**config.mk**
```make
export PLATFORM = sky130hd
export DESIGN_NAME = frame_start_ctrl
export DESIGN_NICKNAME = d
export VERILOG_FILES = /design/src/fst_pkg.sv /design/src/pace_if.sv /design/src/frame_pace_gen.sv /design/src/frame_start_ctrl.sv
export VERILOG_INCLUDE_DIRS = /design/src /design/src/src
export SDC_FILE = /design/constraint.sdc
export NUM_CORES = 1
export LEC_CHECK = 0
export ABC_AREA = 1
export BUFFER_PORTS_ARGS = -buffer_cell sky130_fd_sc_hd__buf_2
export CAP_MARGIN = 20
export CORE_ASPECT_RATIO = 1.4
export CORE_UTILIZATION = 40
export DETAILED_ROUTE_END_ITERATION = 6
export PLACE_DENSITY = 0.58
export SLEW_MARGIN = 20
export SYNTH_ARGS = -nofsm -noshare
export SYNTH_HDL_FRONTEND = slang
export SYNTH_HIERARCHICAL = 1
export SYNTH_SLANG_ARGS = --single-unit
```
**constraint.sdc**
```tcl
create_clock -name pclk -period 5.6 [get_ports pclk]
set_input_delay 0.56 -clock pclk [delete_from_list [all_inputs] [get_ports pclk]]
set_output_delay 0.56 -clock pclk [all_outputs]
set_load 0.01 [all_outputs]
```
**src/fst_map.svh**
```systemverilog
// Purpose: Register offsets, field positions, reset values and timing counts
// Assumes: APB with 32-bit data, one aligned word per register
// Notes:   Definitions only
`ifndef FST_MAP_SVH
`define FST_MAP_SVH
// ---------------------------------------------------------------------------
// Register byte offsets
// ---------------------------------------------------------------------------
`define OFF_CTRL        12'h000
`define OFF_CMD         12'h004
`define OFF_PERIOD      12'h008
`define OFF_MINPER      12'h00C
`define OFF_EXPOSURE    12'h010
`define OFF_STATUS      12'h014
`define OFF_COUNT       12'h018
// ---------------------------------------------------------------------------
// Control fields
// ---------------------------------------------------------------------------
`define CTRL_EXT        0
`define CTRL_ORIGIN     1
`define CTRL_FALL       2
`define CTRL_CONT       3
`define CTRL_PACE_EN    4
`define CTRL_WIDTH_EXP  5
`define CTRL_STD        6
`define CTRL_ASTRIG_EN  7
`define CTRL_RESET      32'h0000_0002
// ---------------------------------------------------------------------------
// Command fields (write one to act)
// ---------------------------------------------------------------------------
`define CMD_RUN_BEGIN   0
`define CMD_RUN_END     1
`define CMD_SOFT_TRIG   2
`define CMD_ACQ_TRIG    3
// ---------------------------------------------------------------------------
// Status fields
// ---------------------------------------------------------------------------
`define STAT_WAIT       0
`define STAT_BUSY       1
`define STAT_RUN        2
`define STAT_ARMWAIT    3
`define STAT_DROP       4
// ---------------------------------------------------------------------------
// Reset values and timing
// ---------------------------------------------------------------------------
`define PERIOD_RESET    32'h0000_0064
`define MINPER_RESET    32'h0000_0032
`define EXPOSURE_RESET  32'h0000_001E
`define RECOVER_CYCLES  32'h0000_0004
`define ZERO32          32'h0000_0000
`define ONE32           32'h0000_0001
`endif

```
**src/fst_pkg.sv**
```systemverilog
// Purpose: Types shared by the frame-start trigger design
// Assumes: Nothing beyond the map header
// Notes:   Types only
package fst_pkg;
   typedef enum logic [1:0] {
      ST_IDLE,
      ST_ARM,
      ST_WAIT,
      ST_EXPOSE
   } acq_state_t;
endpackage

```
**src/pace_if.sv**
```systemverilog
// Purpose: Carries pace settings and tick between generator and controller
// Assumes: One clock domain
// Notes:   None
`timescale 1ns/10ps
interface pace_if;
   logic        run;
   logic        pace_en;
   logic [31:0] period;
   logic [31:0] min_period;
   logic        tick;
   modport ctrl (output run, output pace_en, output period, output min_period, input tick);
   modport gen  (input run, input pace_en, input period, input min_period, output tick);
endinterface

```
**src/frame_pace_gen.sv**
```systemverilog
// Purpose: Internal frame-start generator with programmable period
// Assumes: Periods are counted in pclk cycles
// Notes:   Period floors at the minimum allowed period
`include "fst_map.svh"
`timescale 1ns/10ps
module frame_pace_gen (
   // Clock and reset
   input  wire logic pclk,
   input  wire logic presetn,
   input  wire logic clk_en,
   // Pace link
   pace_if.gen       pace
);
   logic [31:0] count;
   logic [31:0] eff_period;

   // ------------------------------------------------------------
   // Effective period
   // ------------------------------------------------------------
   always_comb begin
      if (!pace.pace_en) begin
         eff_period = pace.min_period;
      end else if (pace.period < pace.min_period) begin
         eff_period = pace.min_period;
      end else begin
         eff_period = pace.period;
      end
      if (eff_period == `ZERO32) begin
         eff_period = `ONE32;
      end
   end

   always_ff @(posedge pclk or negedge presetn) begin
      if (!presetn) begin
         count     <= `ZERO32;
         pace.tick <= 1'b0;
      end else if (clk_en) begin
         pace.tick <= 1'b0;
         if (!pace.run) begin
            count <= `ZERO32;
         end else if (count == `ZERO32) begin
            pace.tick <= 1'b1;
            count     <= eff_period - `ONE32;
         end else begin
            count <= count - `ONE32;
         end
      end
   end
endmodule

```
**src/frame_start_ctrl.sv**
```systemverilog
// Purpose: Frame-start trigger control with APB register access
// Assumes: One clock pclk at 100 MHz; line 1 is asynchronous
// Notes:   Exposure counted in pclk cycles
//
// Overview of operation
// - In waiting status, each accepted frame-start event begins one frame.
// - External select off: all frame-start events created internally.
// - Single-frame kind, internal: exactly one event per run-begin.
// - Continuous kind, internal: events from run-begin until run-end.
// - Pace disabled: events at maximum allowed rate.
// - Pace enabled and below maximum: events at programmed rate.
// - Pace enabled above maximum: events limited to maximum rate.
// - Events act only in waiting status, from any origin.
// - External select off: exposure from fixed exposure length.
// - External select on: each frame triggered from selected origin.
// - Line origin: rising or falling edge per polarity select.
// - Reset selects input line 1 as origin.
// - Software origin: exposure from exposure time setting.
// - Line origin: exposure from setting or trigger pulse width.
// - Control comes up in legacy mode, not standard mode.
// - Events outside waiting status are discarded.
// - Leave waiting on exposure; when ready, return to waiting if running or external, else go idle.
`include "fst_map.svh"
`timescale 1ns/10ps
module frame_start_ctrl (
   // Clock and reset
   input  wire logic        pclk,
   input  wire logic        presetn,
   input  wire logic        clk_en,
   // APB slave
   input  wire logic        psel,
   input  wire logic        penable,
   input  wire logic        pwrite,
   input  wire logic [11:0] paddr,
   input  wire logic [31:0] pwdata,
   output logic [31:0]      prdata,
   output logic             pready,
   output logic             pslverr,
   // Trigger pin
   input  wire logic        line1,
   // Acquisition outputs
   output logic             frame_start,
   output logic             exposing,
   output logic             waiting
);
   pace_if pace ();

   logic [31:0]          ctrl;
   logic [31:0]          period;
   logic [31:0]          min_period;
   logic [31:0]          exposure;
   logic [31:0]          frame_count;
   logic [31:0]          exp_cnt;
   logic [31:0]          rec_cnt;
   logic                 drop;
   logic                 line_s1;
   logic                 line_s2;
   logic                 line_d;
   logic                 run;
   logic                 armed;
   logic                 wr;
   logic                 rd;
   logic                 cmd_begin;
   logic                 cmd_end;
   logic                 cmd_soft;
   logic                 cmd_acq;
   logic                 line_edge;
   logic                 line_active;
   logic                 event_in;
   logic                 accept;
   fst_pkg::acq_state_t  state;

   // ------------------------------------------------------------
   // APB decode
   // ------------------------------------------------------------
   function automatic logic mapped(input logic [11:0] a);
      mapped = (a == `OFF_CTRL) || (a == `OFF_CMD) || (a == `OFF_PERIOD) ||
               (a == `OFF_MINPER) || (a == `OFF_EXPOSURE) || (a == `OFF_STATUS) ||
               (a == `OFF_COUNT);
   endfunction

   assign pready    = 1'b1;
   assign pslverr   = psel && penable && !mapped(paddr);
   assign wr        = psel && penable && pwrite && clk_en && mapped(paddr);
   assign rd        = psel && !penable && !pwrite;
   assign cmd_begin = wr && (paddr == `OFF_CMD) && pwdata[`CMD_RUN_BEGIN];
   assign cmd_end   = wr && (paddr == `OFF_CMD) && pwdata[`CMD_RUN_END];
   assign cmd_soft  = wr && (paddr == `OFF_CMD) && pwdata[`CMD_SOFT_TRIG];
   assign cmd_acq   = wr && (paddr == `OFF_CMD) && pwdata[`CMD_ACQ_TRIG];

   // ------------------------------------------------------------
   // Configuration registers
   // ------------------------------------------------------------
   always_ff @(posedge pclk or negedge presetn) begin
      if (!presetn) begin
         ctrl       <= `CTRL_RESET;
         period     <= `PERIOD_RESET;
         min_period <= `MINPER_RESET;
         exposure   <= `EXPOSURE_RESET;
      end else if (wr) begin
         if (paddr == `OFF_CTRL) begin
            ctrl <= pwdata;
         end else if (paddr == `OFF_PERIOD) begin
            period <= pwdata;
         end else if (paddr == `OFF_MINPER) begin
            min_period <= pwdata;
         end else if (paddr == `OFF_EXPOSURE) begin
            exposure <= pwdata;
         end
      end
   end

   // ------------------------------------------------------------
   // Read data
   // ------------------------------------------------------------
   always_ff @(posedge pclk or negedge presetn) begin
      if (!presetn) begin
         prdata <= `ZERO32;
      end else if (clk_en && rd) begin
         if (paddr == `OFF_CTRL) begin
            prdata <= ctrl;
         end else if (paddr == `OFF_PERIOD) begin
            prdata <= period;
         end else if (paddr == `OFF_MINPER) begin
            prdata <= min_period;
         end else if (paddr == `OFF_EXPOSURE) begin
            prdata <= exposure;
         end else if (paddr == `OFF_STATUS) begin
            prdata <= {27'h000_0000, drop, armed, run, exposing, waiting};
         end else if (paddr == `OFF_COUNT) begin
            prdata <= frame_count;
         end else begin
            prdata <= `ZERO32;
         end
      end
   end

   // ------------------------------------------------------------
   // Line 1 synchroniser and edge detect
   // ------------------------------------------------------------
   always_ff @(posedge pclk or negedge presetn) begin
      if (!presetn) begin
         line_s1 <= 1'b0;
         line_s2 <= 1'b0;
         line_d  <= 1'b0;
      end else if (clk_en) begin
         line_s1 <= line1;
         line_s2 <= line_s1;
         line_d  <= line_s2;
      end
   end

   assign line_active = ctrl[`CTRL_FALL] ? !line_s2 : line_s2;
   assign line_edge   = ctrl[`CTRL_FALL] ? (line_d && !line_s2)
                                         : (!line_d && line_s2);

   // ------------------------------------------------------------
   // Event selection
   // ------------------------------------------------------------
   always_comb begin
      if (!ctrl[`CTRL_EXT]) begin
         event_in = pace.tick;
      end else if (ctrl[`CTRL_ORIGIN]) begin
         event_in = line_edge;
      end else begin
         event_in = cmd_soft;
      end
   end

   // Events only count in waiting status and in standard mode
   assign accept = ctrl[`CTRL_STD] && (state == fst_pkg::ST_WAIT) && event_in;
   assign waiting  = (state == fst_pkg::ST_WAIT);
   assign exposing = (state == fst_pkg::ST_EXPOSE);

   // ------------------------------------------------------------
   // Run control
   // ------------------------------------------------------------
   always_ff @(posedge pclk or negedge presetn) begin
      if (!presetn) begin
         run <= 1'b0;
      end else if (clk_en) begin
         if (cmd_end || !ctrl[`CTRL_STD]) begin
            run <= 1'b0;
         end else if (cmd_begin) begin
            run <= 1'b1;
         end else if (accept && !ctrl[`CTRL_CONT]) begin
            run <= 1'b0;
         end
      end
   end

   // Pacing keeps counting through exposures so the period holds
   assign pace.run        = run && !ctrl[`CTRL_EXT] && (waiting || exposing);
   assign pace.pace_en    = ctrl[`CTRL_PACE_EN];
   assign pace.period     = period;
   assign pace.min_period = min_period;

   frame_pace_gen u_gen (
      .pclk    (pclk),
      .presetn (presetn),
      .clk_en  (clk_en),
      .pace    (pace)
   );

   // ------------------------------------------------------------
   // Acquisition state
   // ------------------------------------------------------------
   always_ff @(posedge pclk or negedge presetn) begin
      if (!presetn) begin
         state   <= fst_pkg::ST_IDLE;
         armed   <= 1'b0;
         exp_cnt <= `ZERO32;
         rec_cnt <= `ZERO32;
      end else if (clk_en) begin
         armed <= 1'b0;
         case (state)
            fst_pkg::ST_IDLE: begin
               if (cmd_begin && ctrl[`CTRL_STD]) begin
                  state <= ctrl[`CTRL_ASTRIG_EN] ? fst_pkg::ST_ARM : fst_pkg::ST_WAIT;
               end
            end
            fst_pkg::ST_ARM: begin
               armed <= 1'b1;
               if (cmd_end) begin
                  state <= fst_pkg::ST_IDLE;
               end else if (cmd_acq) begin
                  state <= fst_pkg::ST_WAIT;
               end
            end
            fst_pkg::ST_WAIT: begin
               if (accept) begin
                  state   <= fst_pkg::ST_EXPOSE;
                  exp_cnt <= exposure;
                  rec_cnt <= `RECOVER_CYCLES;
               end else if (cmd_end || !run && !ctrl[`CTRL_EXT]) begin
                  state <= fst_pkg::ST_IDLE;
               end
            end
            fst_pkg::ST_EXPOSE: begin
               if (ctrl[`CTRL_EXT] && ctrl[`CTRL_ORIGIN] && ctrl[`CTRL_WIDTH_EXP]) begin
                  if (!line_active) begin
                     exp_cnt <= `ZERO32;
                  end
               end else if (exp_cnt != `ZERO32) begin
                  exp_cnt <= exp_cnt - `ONE32;
               end
               if (exp_cnt == `ZERO32 || (ctrl[`CTRL_WIDTH_EXP] && ctrl[`CTRL_EXT]
                   && ctrl[`CTRL_ORIGIN] && !line_active)) begin
                  if (rec_cnt != `ZERO32) begin
                     rec_cnt <= rec_cnt - `ONE32;
                  end else if (run || ctrl[`CTRL_EXT]) begin
                     state <= fst_pkg::ST_WAIT;
                  end else begin
                     state <= fst_pkg::ST_IDLE;
                  end
               end
            end
            default: state <= fst_pkg::ST_IDLE;
         endcase
      end
   end

   // ------------------------------------------------------------
   // Frame pulse, counter and overtrigger flag
   // ------------------------------------------------------------
   always_ff @(posedge pclk or negedge presetn) begin
      if (!presetn) begin
         frame_start <= 1'b0;
         frame_count <= `ZERO32;
         drop        <= 1'b0;
      end else if (clk_en) begin
         frame_start <= accept;
         if (accept) begin
            frame_count <= frame_count + `ONE32;
         end
         if (event_in && !accept) begin
            drop <= 1'b1;
         end else if (wr && paddr == `OFF_STATUS) begin
            drop <= 1'b0;
         end
      end
   end
endmodule

```
==> qor.csv, run 1 <==
stage;metric;value;unit
die;dieWidth;182;um
setup_path;cp-start-kind;flop;
sta;fmax;229;MHz
setup_path;path_max_fanout;36;
clocking;cts_resized;0;
synth;yosysTopAreaCell;dfrtp_1;
grt;grt_pass1_wl;92.7;mm
die;die_area;0.0465;mm^2
sta;min_period;4370;ps
setup_path;critPathKind;reg -> reg;
synth;postSynthAreaPerCell;7.18;um^2
sta;max_slew_margin;0.301;
synth;netlist_instances;2541;
detailed_routing;dr.pass1.iters;6;
detailed_routing;wl;59.4;mm
cells_and_area;post-route-cell-area;0.0202;mm^2
detailed_routing;antenna_left;0;
clocking;clock_sinks;298;
setup_path;crit_arrival;4780;ps
cells_and_area;final_cell_mix;675 x nand2_1, 356 x inv_1, 287 x dfrtp_1, 238 x o21ai_0, 197 x nor2_1;
cells_and_area;final_common_cell;nand2_1;
sta;fin_ws;1230;ps
grt;track_usage;0.259;
synth;synth_area;0.0182;mm^2
clocking;clkLatencyLatePin;530;ps
sta;rsz0062_at_grt;no;
pwr;vdd_drop_max;0.241;mV
cells_and_area;final_net_count;2668;
sta;fin_skew;24.1;ps
clocking;root_buffer;clkbuf_16;
pwr;p_per_area;228;mW/mm^2
clocking;cts_buffers;35;
setup_path;worstPathRequired;6000;ps
detailed_routing;drc;0;
cells_and_area;fin_cells;3216;
synth;synth_seq_cells;298;
sta;fin_setup_tns;0;ps
die;start_util;0.405;
detailed_routing;drtIter0Drc;1103;
place;dp_hpwl;44.4;mm
cells_and_area;drive_above_1_share;0.104;
clocking;cts_buffer_depth;3;
clocking;ctsHoldBuffers;0;
synth;ys_types;55;
pwr;leakagePower;0.0103;uW
pwr;total_power;4620;uW
clocking;cts_tree;built;
synth;synth_edf_count;0;
setup_path;cpMostUsedCell;nand2_1;
clocking;cts_setup_buffers;0;
place;dp_cells;3156;
sta;setup_viol;0;
place;dp_slack;1260;ps
synth;synth_nets;2627;
sta;hold_violations;0;
cells_and_area;area_growth;11.0;%
synth;ys_async_sr_fraction;1.00;
setup_path;slowest_stage;dfstp_2;
detailed_routing;avgViaCountPerCell;5.24;
setup_path;crit_path_end_kind;flop;
detailed_routing;vias;16844;
grt;antenna_found_initial;2;
clocking;clk_pin_slew;60;ps
worst_hold_path;hold_class;in -> async;
synth;ys_warn_count;6;
sta;max_slew.worst_pin.slew;1040;ps
grt;grt_max_degree;150;
sta;period_share;0.781;
flow_run;maxCapViolations;0;
run_status;status;completed;
cells_and_area;n_antenna_cell;0;
die;ioPinCount;88;
synth;ys_seq_area_frac;0.410;
die;die_h;255;um
grt;grt_overflow;0;
die;core_area;0.0450;mm^2
setup_path;max_stage_delay;550;ps
place;numPortBuffers;86;
grt;grt_pass1_vias;16566;
detailed_routing;wl_per_cell;18.5;um
synth;synth_top_area_share;0.394;
synth;yosys-top-cells-area;dfrtp_1 39%, nand2_1 14%, inv_1 7.3%;
clocking;h-tree-depth;2;
place;gp_congestion;0.982;
die;rows;92;
sta;finalMaxSlewViolations;0;
place;placed_cell_area;0.0191;mm^2
synth;synth_ff_type;dfrtp_1;
-- layout make-up --
| cell class | count | area (um^2) |
|---|---|---|
| Sequential cell | 298 | 7470 |
| Timing Repair Buffer | 109 | 626 |
| Multi-Input combinational cell | 1766 | 8850 |
| Clock buffer | 47 | 1000 |
| Clock inverter | 13 | 134 |
| Inverter | 372 | 1400 |
| Fill cell | 4666 | 24800 |
| Tap cell | 611 | 764 |
-- per-layer routing --
metal / global-route usage / vias to the layer above / share of wire
met5: 0 / - / 0.00039
li1: - / 8285 / -
met2: 0.466 / 426 / 0.50
met3: 0.0341 / 132 / 0.046
met1: 0.305 / 7997 / 0.41
met4: 0.116 / 4 / 0.045
-- through the flow --
| step | utilization | hold slack, ps |
|---|---|---|
| 3_3_place_gp | 0.424 | 456 |
| 4_1_cts | 0.450 | 97.5 |
| 6_report | 0.450 | 53.2 |
| 5_1_grt | 0.450 | 113 |
| 2_1_floorplan | - | 264 |
| 3_5_place_dp | 0.424 | 464 |
-- report_power, final --
| part | total [uW] | switching, uW | internal [uW] |
|---|---|---|---|
| logic | 138 | 110 | 28.1 |
| registers | 2160 | 2.76 | 2160 |
| clock network | 2320 | 968 | 1350 |
-- final timing paths --
| path | from | endpoint | slack (ps) | cells past startpoint |
|---|---|---|---|---|
| setup / recovery | min_period[1]$_DFFE_PN1P_ | u_gen/count[26]$_DFFE_PN0P_ | 1230 | 32 |
| hold / removal | presetn | prdata[16]$_DFFE_PN0P_ | 50 | 1 |
| setup reg to reg | min_period[1]$_DFFE_PN1P_ | u_gen/count[26]$_DFFE_PN0P_ | 1230 | 32 |
| hold reg to reg | line_s1$_DFFE_PN0P_ | line_s1$_DFFE_PN0P_ | 480 | 2 |
| max in group asynchronous | presetn | frame_count[23]$_DFFE_PN0P_ | 4160 | 2 |
| min in group pclk | line1 | line_s1$_DFFE_PN0P_ | 250 | 3 |
-- synthesized netlist by cell type, types with 3 or more instances --
library cell    n
o21bai_1        5
nand2_4         3
inv_1         357
o221ai_1       12
buf_6          12
nor3b_1         4
or2_1           3
nor2_4          7
clkbuf_1       61
o22ai_1        48
inv_2          13
dfrtp_1       287
o21ai_2         5
nand2_2        20
nor2_2         19
nand4_1        64
xnor2_1         8
nor3_1         40
o21ai_0       238
nand3_2         4
dfstp_2        11
nand3_1       113
nor2_1        199
or2_2           7
a31oi_1         6
buf_2          25
o21a_1          6
buf_4           4
o21ai_1        47
nor4_1         18
nand2_1       675
xor2_1         50
nand3b_1       25
a21oi_1        86
ha_1           35
-- critical path: cells and delay by family (launching register included) --
family | cells | cell delay [ps]
compound gates | 1 | 80
fa+ha+maj | 2 | 440
buf+inv | 2 | 120
flops | 1 | 550
simple gates | 27 | 3030
-- registers in the layout, indices dropped and copies added, names as in the netlist --
| name | count |
|---|---|
| u_gen/pace.tick | 1 |
| exposure | 32 |
| u_gen/count | 32 |
| rec_cnt | 32 |
| armed | 1 |
| line_s1 | 1 |
| min_period | 32 |
| frame_start | 1 |
| line_d | 1 |
| line_s2 | 1 |
| exp_cnt | 32 |
| run | 1 |
| pace.period | 32 |
| drop | 1 |
| frame_count | 32 |
| state | 2 |
| ctrl | 32 |
| prdata | 32 |
-- cells by family after synthesis --
family / share of synthesized area
buf+inv: 0.107
compound gates: 0.137
other cells: 0.000206
simple gates: 0.295
flops: 0.410
xor+xnor: 0.0279
fa+ha+maj: 0.0240
No activity file was read; power rests on OpenSTA's default activity.
==> inputs of run 2 (changes only) <==
PLACE_DENSITY = 0.6   (was 0.58)
clock period = 3.7 ns   (was 5.6 ns; I/O delays follow)
==> run 2 against run 1 <==
Combinational power grew 57%. Setup slack got worse by 1100 ps. Hold slack better by 2.8 ps. Die area is the same. Sequential power up 51%. Register-to-register slack got worse by 1100 ps. Cell area grew 6.5%. Sequential cell count did not move. Global-route usage rose by 0.93 points. Cell count up 3.4%. Power increased by 55%. Clock-buffer cell count rose by 7.
==> qor.csv, run 2 (synthesis results as in run 1) <==
stage;metric;value;unit;change
setup_path;cp-start-kind;flop;;
place;dp_hpwl;46.1;mm;+3.7%
setup_path;rr_endpoint;u_gen/count[26]$_DFFE_PN0P_;;
cells_and_area;final_net_count;2775;;+4.0%
sta;hold_violations;0;;unchanged
setup_path;max_stage_delay;530;ps;-20 ps
sta;rsz0062_at_grt;yes;;
die;die_area;0.0465;mm^2;unchanged
die;dieWidth;182;um;unchanged
grt;grt_overflow;0;;unchanged
setup_path;crit_arrival;4060;ps;-720 ps
sta;hold_ws;55.9;ps;+2.78 ps
place;dp_cells;3249;;+2.9%
cells_and_area;fin_cells;3324;;+3.4%
detailed_routing;wl;62.1;mm;+4.5%
pwr;p_per_area;333;mW/mm^2;+46%
place;numPortBuffers;86;;unchanged
place;gp_congestion;0.969;;-1.3%
worst_hold_path;hp-start;line1;;
clocking;cts_buffers;35;;unchanged
clocking;clock_sinks;298;;unchanged
sta;setup_viol;0;;unchanged
cells_and_area;drive_above_1_share;0.160;;+0.0552
pwr;vdd_drop_max;0.285;mV;+18%
sta;max_slew_margin;0.432;;+0.131
setup_path;crit_path_end_kind;flop;;
die;core_area;0.0450;mm^2;unchanged
detailed_routing;avgViaCountPerCell;5.27;;+0.58%
die;start_util;0.405;;unchanged
die;die_h;255;um;unchanged
detailed_routing;vias;17510;;+4.0%
clocking;clkLatencyLatePin;540;ps;about the same
clocking;root_buffer;clkbuf_16;;
grt;track_usage;0.268;;+0.00928
grt;grt_max_degree;82;;-45%
die;ioPinCount;88;;unchanged
sta;fin_skew;12.6;ps;-11.4 ps
cells_and_area;ff_latch_area;0.00747;mm^2;unchanged
setup_path;cpMostUsedCell;nand2_1;;
clocking;cts_tree;built;;
sta;finalMaxSlewViolations;0;;unchanged
cells_and_area;final_common_cell;nand2_1;;
cells_and_area;final_cell_mix;640 x nand2_1, 352 x inv_1, 287 x dfrtp_1, 234 x o21ai_0, 190 x nor2_1;;
detailed_routing;dr.pass1.iters;5;;-1
grt;grt_pass1_vias;17303;;+4.4%
setup_path;reg2regPathDepth;31;;-3.1%
worst_hold_path;whs_path_depth;3;;
setup_path;slowest_stage;dfstp_2;;
clocking;cts_buffer_depth;3;;unchanged
setup_path;reg2reg_from;min_period[4]$_DFFE_PN1P_;;
cells_and_area;area_growth;18.2;%;
worst_hold_path;hold_class;in -> reg;;
sta;min_period;3600;ps;-770 ps
flow_run;maxCapViolations;0;;unchanged
setup_path;critPathKind;reg -> reg;;
detailed_routing;antenna_left;0;;unchanged
grt;grt_pass1_wl;96.1;mm;+3.6%
clocking;clk_pin_slew;60;ps;about the same
setup_path;worstPathRequired;4160;ps;-1840 ps
detailed_routing;drtIter0Drc;1086;;-1.5%
cells_and_area;nFillCells;4494;;-3.7%
worst_hold_path;whs_endpoint;line_s1$_DFFE_PN0P_;;
detailed_routing;drc;0;;unchanged
pwr;leakagePower;0.0110;uW;+6.5%
detailed_routing;wl_per_cell;18.7;um;+1.1%
grt;antenna_found_initial;2;;unchanged
sta;fmax;277;MHz;+21%
sta;period_share;0.974;;+0.193
sta;max_slew.worst_pin.slew;849;ps;-195 ps
setup_path;path_max_fanout;9;;-75%
setup_path;rrSetupSlack;100;ps;-1130 ps
run_status;status;completed;;
cells_and_area;multi_input_area;0.00913;mm^2;+3.2%
clocking;h-tree-depth;2;;unchanged
die;rows;92;;unchanged
cells_and_area;n_antenna_cell;0;;unchanged
==> run 2: cell count changes in the layout (fill, tap and decap cells not counted), moves of 5 or more <==
cell       change
nand2_1       -35
nor2_1         -7
nand2_2       +23
buf_4         +94
nand2_4       +10
clkbuf_16      +6
buf_12         +5
==> run 2: final cells by class <==
cell class,instances,share of cell area
Multi-Input combinational cell,1766,0.424
Sequential cell,298,0.347
Timing Repair Buffer,216,0.0733
Inverter,372,0.0648
Clock buffer,54,0.0506
Tap cell,611,0.0355
Clock inverter,7,0.00534
==> run 2: per-stage QoR <==
stage	setup TNS [ps]	power, uW	setup slack [ps]	area [um^2]	utilization
3_5_place_dp	-273	3550	-75.7	19900	0.441
5_1_grt	-419	7390	-94.9	21500	0.479
6_report	0	7170	95.6	21500	0.479
2_1_floorplan	0	3390	218	18200	-
3_3_place_gp	-34.5	3550	-24.9	19900	0.441
4_1_cts	0	7250	26.2	21100	0.469
==> run 2: power breakdown <==
part           switching (uW)  internal [uW]  total [uW]
clock network            1440           2230        3680
registers                4.81           3270        3270
logic                     169           48.4         217
total                    1620           5550        7170
==> run 2: metal layers <==
layer	global-route usage	routed length (um)	vias to the layer above
met4	0.131	2880	4
met5	0	22	-
li1	-	-	8478
met2	0.483	31900	485
met1	0.315	24200	8405
met3	0.0318	3020	138
==> run 2: critical path: cells and delay by family (launching register included) <==
| family | cells | cell delay, ps |
|---|---|---|
| AO/OA/AOI/OAI | 2 | 230 |
| AND/OR/NAND/NOR | 24 | 2170 |
| flip-flops | 1 | 530 |
| adder cells (fa/ha/maj) | 2 | 340 |
| buffers and inverters | 3 | 280 |
==> run 2: how the worst max path moves through the flow <==
stage,startpoint,to,slack [ps],depth (start not counted)
6_report,min_period[4]$_DFFE_PN1P_,u_gen/count[26]$_DFFE_PN0P_,100,31
5_1_grt,min_period[1]$_DFFE_PN1P_,u_gen/count[26]$_DFFE_PN0P_,-90,34
4_1_cts,min_period[5]$_DFFE_PN1P_,u_gen/count[22]$_DFFE_PN0P_,30,31
3_5_place_dp,min_period[5]$_DFFE_PN1P_,u_gen/count[10]$_DFFE_PN0P_,-80,28
3_3_place_gp,min_period[5]$_DFFE_PN1P_,u_gen/count[10]$_DFFE_PN0P_,-20,28
2_1_floorplan,min_period[5]$_DFFE_PN1P_,u_gen/count[26]$_DFFE_PN0P_,220,31
==> run 2: what timing repair did <==
item                                    4_1_cts  5_1_grt
hold endpoints to repair                     69        0
endpoints found under the setup margin        7       18
pin swaps                                     1       41
gates resized for setup                       8       80
hold buffers                                  1        0
cloned                                        0        5
setup buffers                                 0        8
==> inputs of run 3 (changes only) <==
CORE_UTILIZATION = 57   (was 40)
PLACE_DENSITY = 0.8   (was 0.6)
==> run 3 against run 2 <==
Cell count fell by 6.2%. Maximum frequency is 2.6% lower. Critical path depth rose by 3. Global-route usage grew 8.7 points. Power down 5.2%. Register-to-register slack got worse by 96 ps. Sequential cell count stayed put. Clock power is 10% lower. Critical endpoint unchanged. Sequential share of layout area up 0.36 points. Hold slack lost 33 ps.
==> qor.csv, run 3 (synthesis results as in run 1) <==
stage;metric;value;unit;change
sta;setup_viol;0;;unchanged
setup_path;max_stage_delay;540;ps;about the same
setup_path;critPathKind;reg -> reg;;
flow_run;maxCapViolations;0;;unchanged
cells_and_area;final_net_count;2785;;+0.36%
setup_path;startpoint;min_period[1]$_DFFE_PN1P_;;
die;die_area;0.0327;mm^2;-30%
cells_and_area;area_growth;17.0;%;
detailed_routing;vias;18054;;+3.1%
pwr;vdd_drop_max;0.352;mV;+24%
sta;hold_violations;0;;unchanged
place;dp_hpwl;43.4;mm;-5.9%
cells_and_area;drive_above_1_share;0.166;;+0.00602
detailed_routing;wl_per_cell;19.1;um;+2.2%
setup_path;cpMostUsedCell;nand2_1;;
place;gp_congestion;1.02;;+5.0%
clocking;cts_tree;built;;
cells_and_area;final_cell_mix;643 x nand2_1, 353 x inv_1, 287 x dfrtp_1, 232 x o21ai_0, 189 x nor2_1;;
setup_path;crit_arrival;4200;ps;+140 ps
grt;antenna_found_initial;0;;-2
sta;rsz0062_at_grt;yes;;
setup_path;crit_path_end_kind;flop;;
sta;max_slew.worst_pin.slew;1000;ps;+153 ps
grt;grt_pass1_vias;17389;;+0.50%
sta;fmax;270;MHz;-2.6%
sta;hold_ws;23.1;ps;-32.8 ps
place;numPortBuffers;86;;unchanged
clocking;cts_buffer_depth;3;;unchanged
die;dieWidth;153;um;-16%
clocking;cts_buffers;30;;-14%
detailed_routing;antenna_left;0;;unchanged
clocking;clock_sinks;298;;unchanged
setup_path;rr_endpoint;u_gen/count[26]$_DFFE_PN0P_;;
sta;max_slew_margin;0.332;;-0.100
setup_path;reg2regPathDepth;34;;+9.7%
sta;period_share;1.00;;+0.0258
clocking;root_buffer;clkbuf_16;;
die;start_util;0.579;;+0.174
worst_hold_path;hold_class;in -> reg;;
clocking;h-tree-depth;1;;-1
detailed_routing;drtIter0Drc;1425;;+31%
cells_and_area;post-route-cell-area;0.0213;mm^2;-1.0%
grt;track_usage;0.354;;+0.0865
detailed_routing;dr.pass1.iters;7;;+2
setup_path;rrSetupSlack;0.03;ps;-100 ps
grt;grt_overflow;0;;unchanged
detailed_routing;wl;59.5;mm;-4.1%
detailed_routing;avgViaCountPerCell;5.79;;+9.9%
setup_path;reg2reg_from;min_period[1]$_DFFE_PN1P_;;
pwr;leakagePower;0.0110;uW;about the same
cells_and_area;final_common_cell;nand2_1;;
die;rows;77;;-16%
die;ioPinCount;88;;unchanged
cells_and_area;ff_latch_area;0.00747;mm^2;unchanged
setup_path;worstPathRequired;4200;ps;+40 ps
die;die_h;214;um;-16%
setup_path;cp-start-kind;flop;;
grt;grt_max_degree;116;;+41%
run_status;status;completed;;
sta;fin_skew;15.2;ps;+2.55 ps
sta;finalMaxSlewViolations;0;;unchanged
grt;grt_pass1_wl;90.3;mm;-5.9%
setup_path;path_max_fanout;7;;-2
clocking;clk_pin_slew;70;ps;about the same
cells_and_area;nFillCells;2621;;-42%
pwr;p_per_area;319;mW/mm^2;-4.2%
place;placed_cell_area;0.0196;mm^2;-1.2%
setup_path;slowest_stage;dfstp_2;;
cells_and_area;multi_input_area;0.00917;mm^2;+0.44%
die;core_area;0.0315;mm^2;-30%
sta;min_period;3700;ps;+95.5 ps
clocking;clkLatencyLatePin;580;ps;+40 ps
detailed_routing;drc;0;;unchanged
setup_path;setup.worst_path.end;u_gen/count[26]$_DFFE_PN0P_;;
## run 3: worst min-delay path by stage
stage / startpoint / to / slack (ps) / depth (start not counted)
after global placement: line_s1$_DFFE_PN0P_ / line_s1$_DFFE_PN0P_ / 460 / 2
after global routing: pwdata[10] / ctrl[10]$_DFFE_PN0P_ / 30 / 3
final: pwdata[16] / ctrl[16]$_DFFE_PN0P_ / 20 / 3
after detailed placement: prdata[24]$_DFFE_PN0P_ / prdata[24]$_DFFE_PN0P_ / 460 / 2
after CTS: pwdata[4] / ctrl[4]$_DFFE_PN0P_ / 8 / 3
after floorplan: presetn / armed$_DFFE_PN0P_ / 70 / 0
## run 3: per-stage QoR
step | setup TNS, ps | total power (uW) | setup slack (ps) | utilization | std cells
2_1_floorplan | 0 | 3390 | 218 | - | 2541
6_report | 0 | 6800 | 0.0338 | 0.677 | 3119
5_1_grt | -2190 | 6950 | -229 | 0.677 | 3118
4_1_cts | -12.0 | 6820 | -12.0 | 0.658 | 3096
3_3_place_gp | 0 | 3540 | 18.4 | 0.623 | 3037
3_5_place_dp | -285 | 3540 | -105 | 0.623 | 3037
## run 3: worst max-delay path: cells and delay by family, from the launching register on
family / cells / cell delay, ps
buf+inv: 3 / 270
fa+ha+maj: 2 / 400
flops: 1 / 540
compound gates: 2 / 130
simple gates: 27 / 2260
## run 3: power breakdown
group          switching [uW]  internal, uW  total, uW  leakage [uW]
clock network            1370          1940       3310      0.000519
logic                     166          49.6        216       0.00662
registers                4.55          3260       3270       0.00383
total                    1540          5260       6800        0.0110
## run 3: repair_timing
| action | 4_1_cts | 5_1_grt |
|---|---|---|
| gates resized for setup | 4 | 95 |
| endpoints found under the setup margin | 6 | 20 |
| hold endpoints to repair | 103 | 0 |
| setup buffers | 0 | 16 |
| gates cloned | 0 | 6 |
| pin swaps | 0 | 41 |
| hold buffers | 3 | 0 |
## run 3: layout make-up
type	instances	share of cell area
multi-input combinational	1766	0.430
sequential	298	0.350
timing repair buffer	231	0.0810
inverter	372	0.0656
clock buffer	38	0.0390
tap	395	0.0232
clock inverter	18	0.0108
antenna	1	0.000117
## run 3: routing by layer
metal / routed length (um) / global-route usage
met1: 22000 / 0.393
met2: 30400 / 0.653
met4: 3930 / 0.225
met3: 3250 / 0.0358
met5: 0 / 0
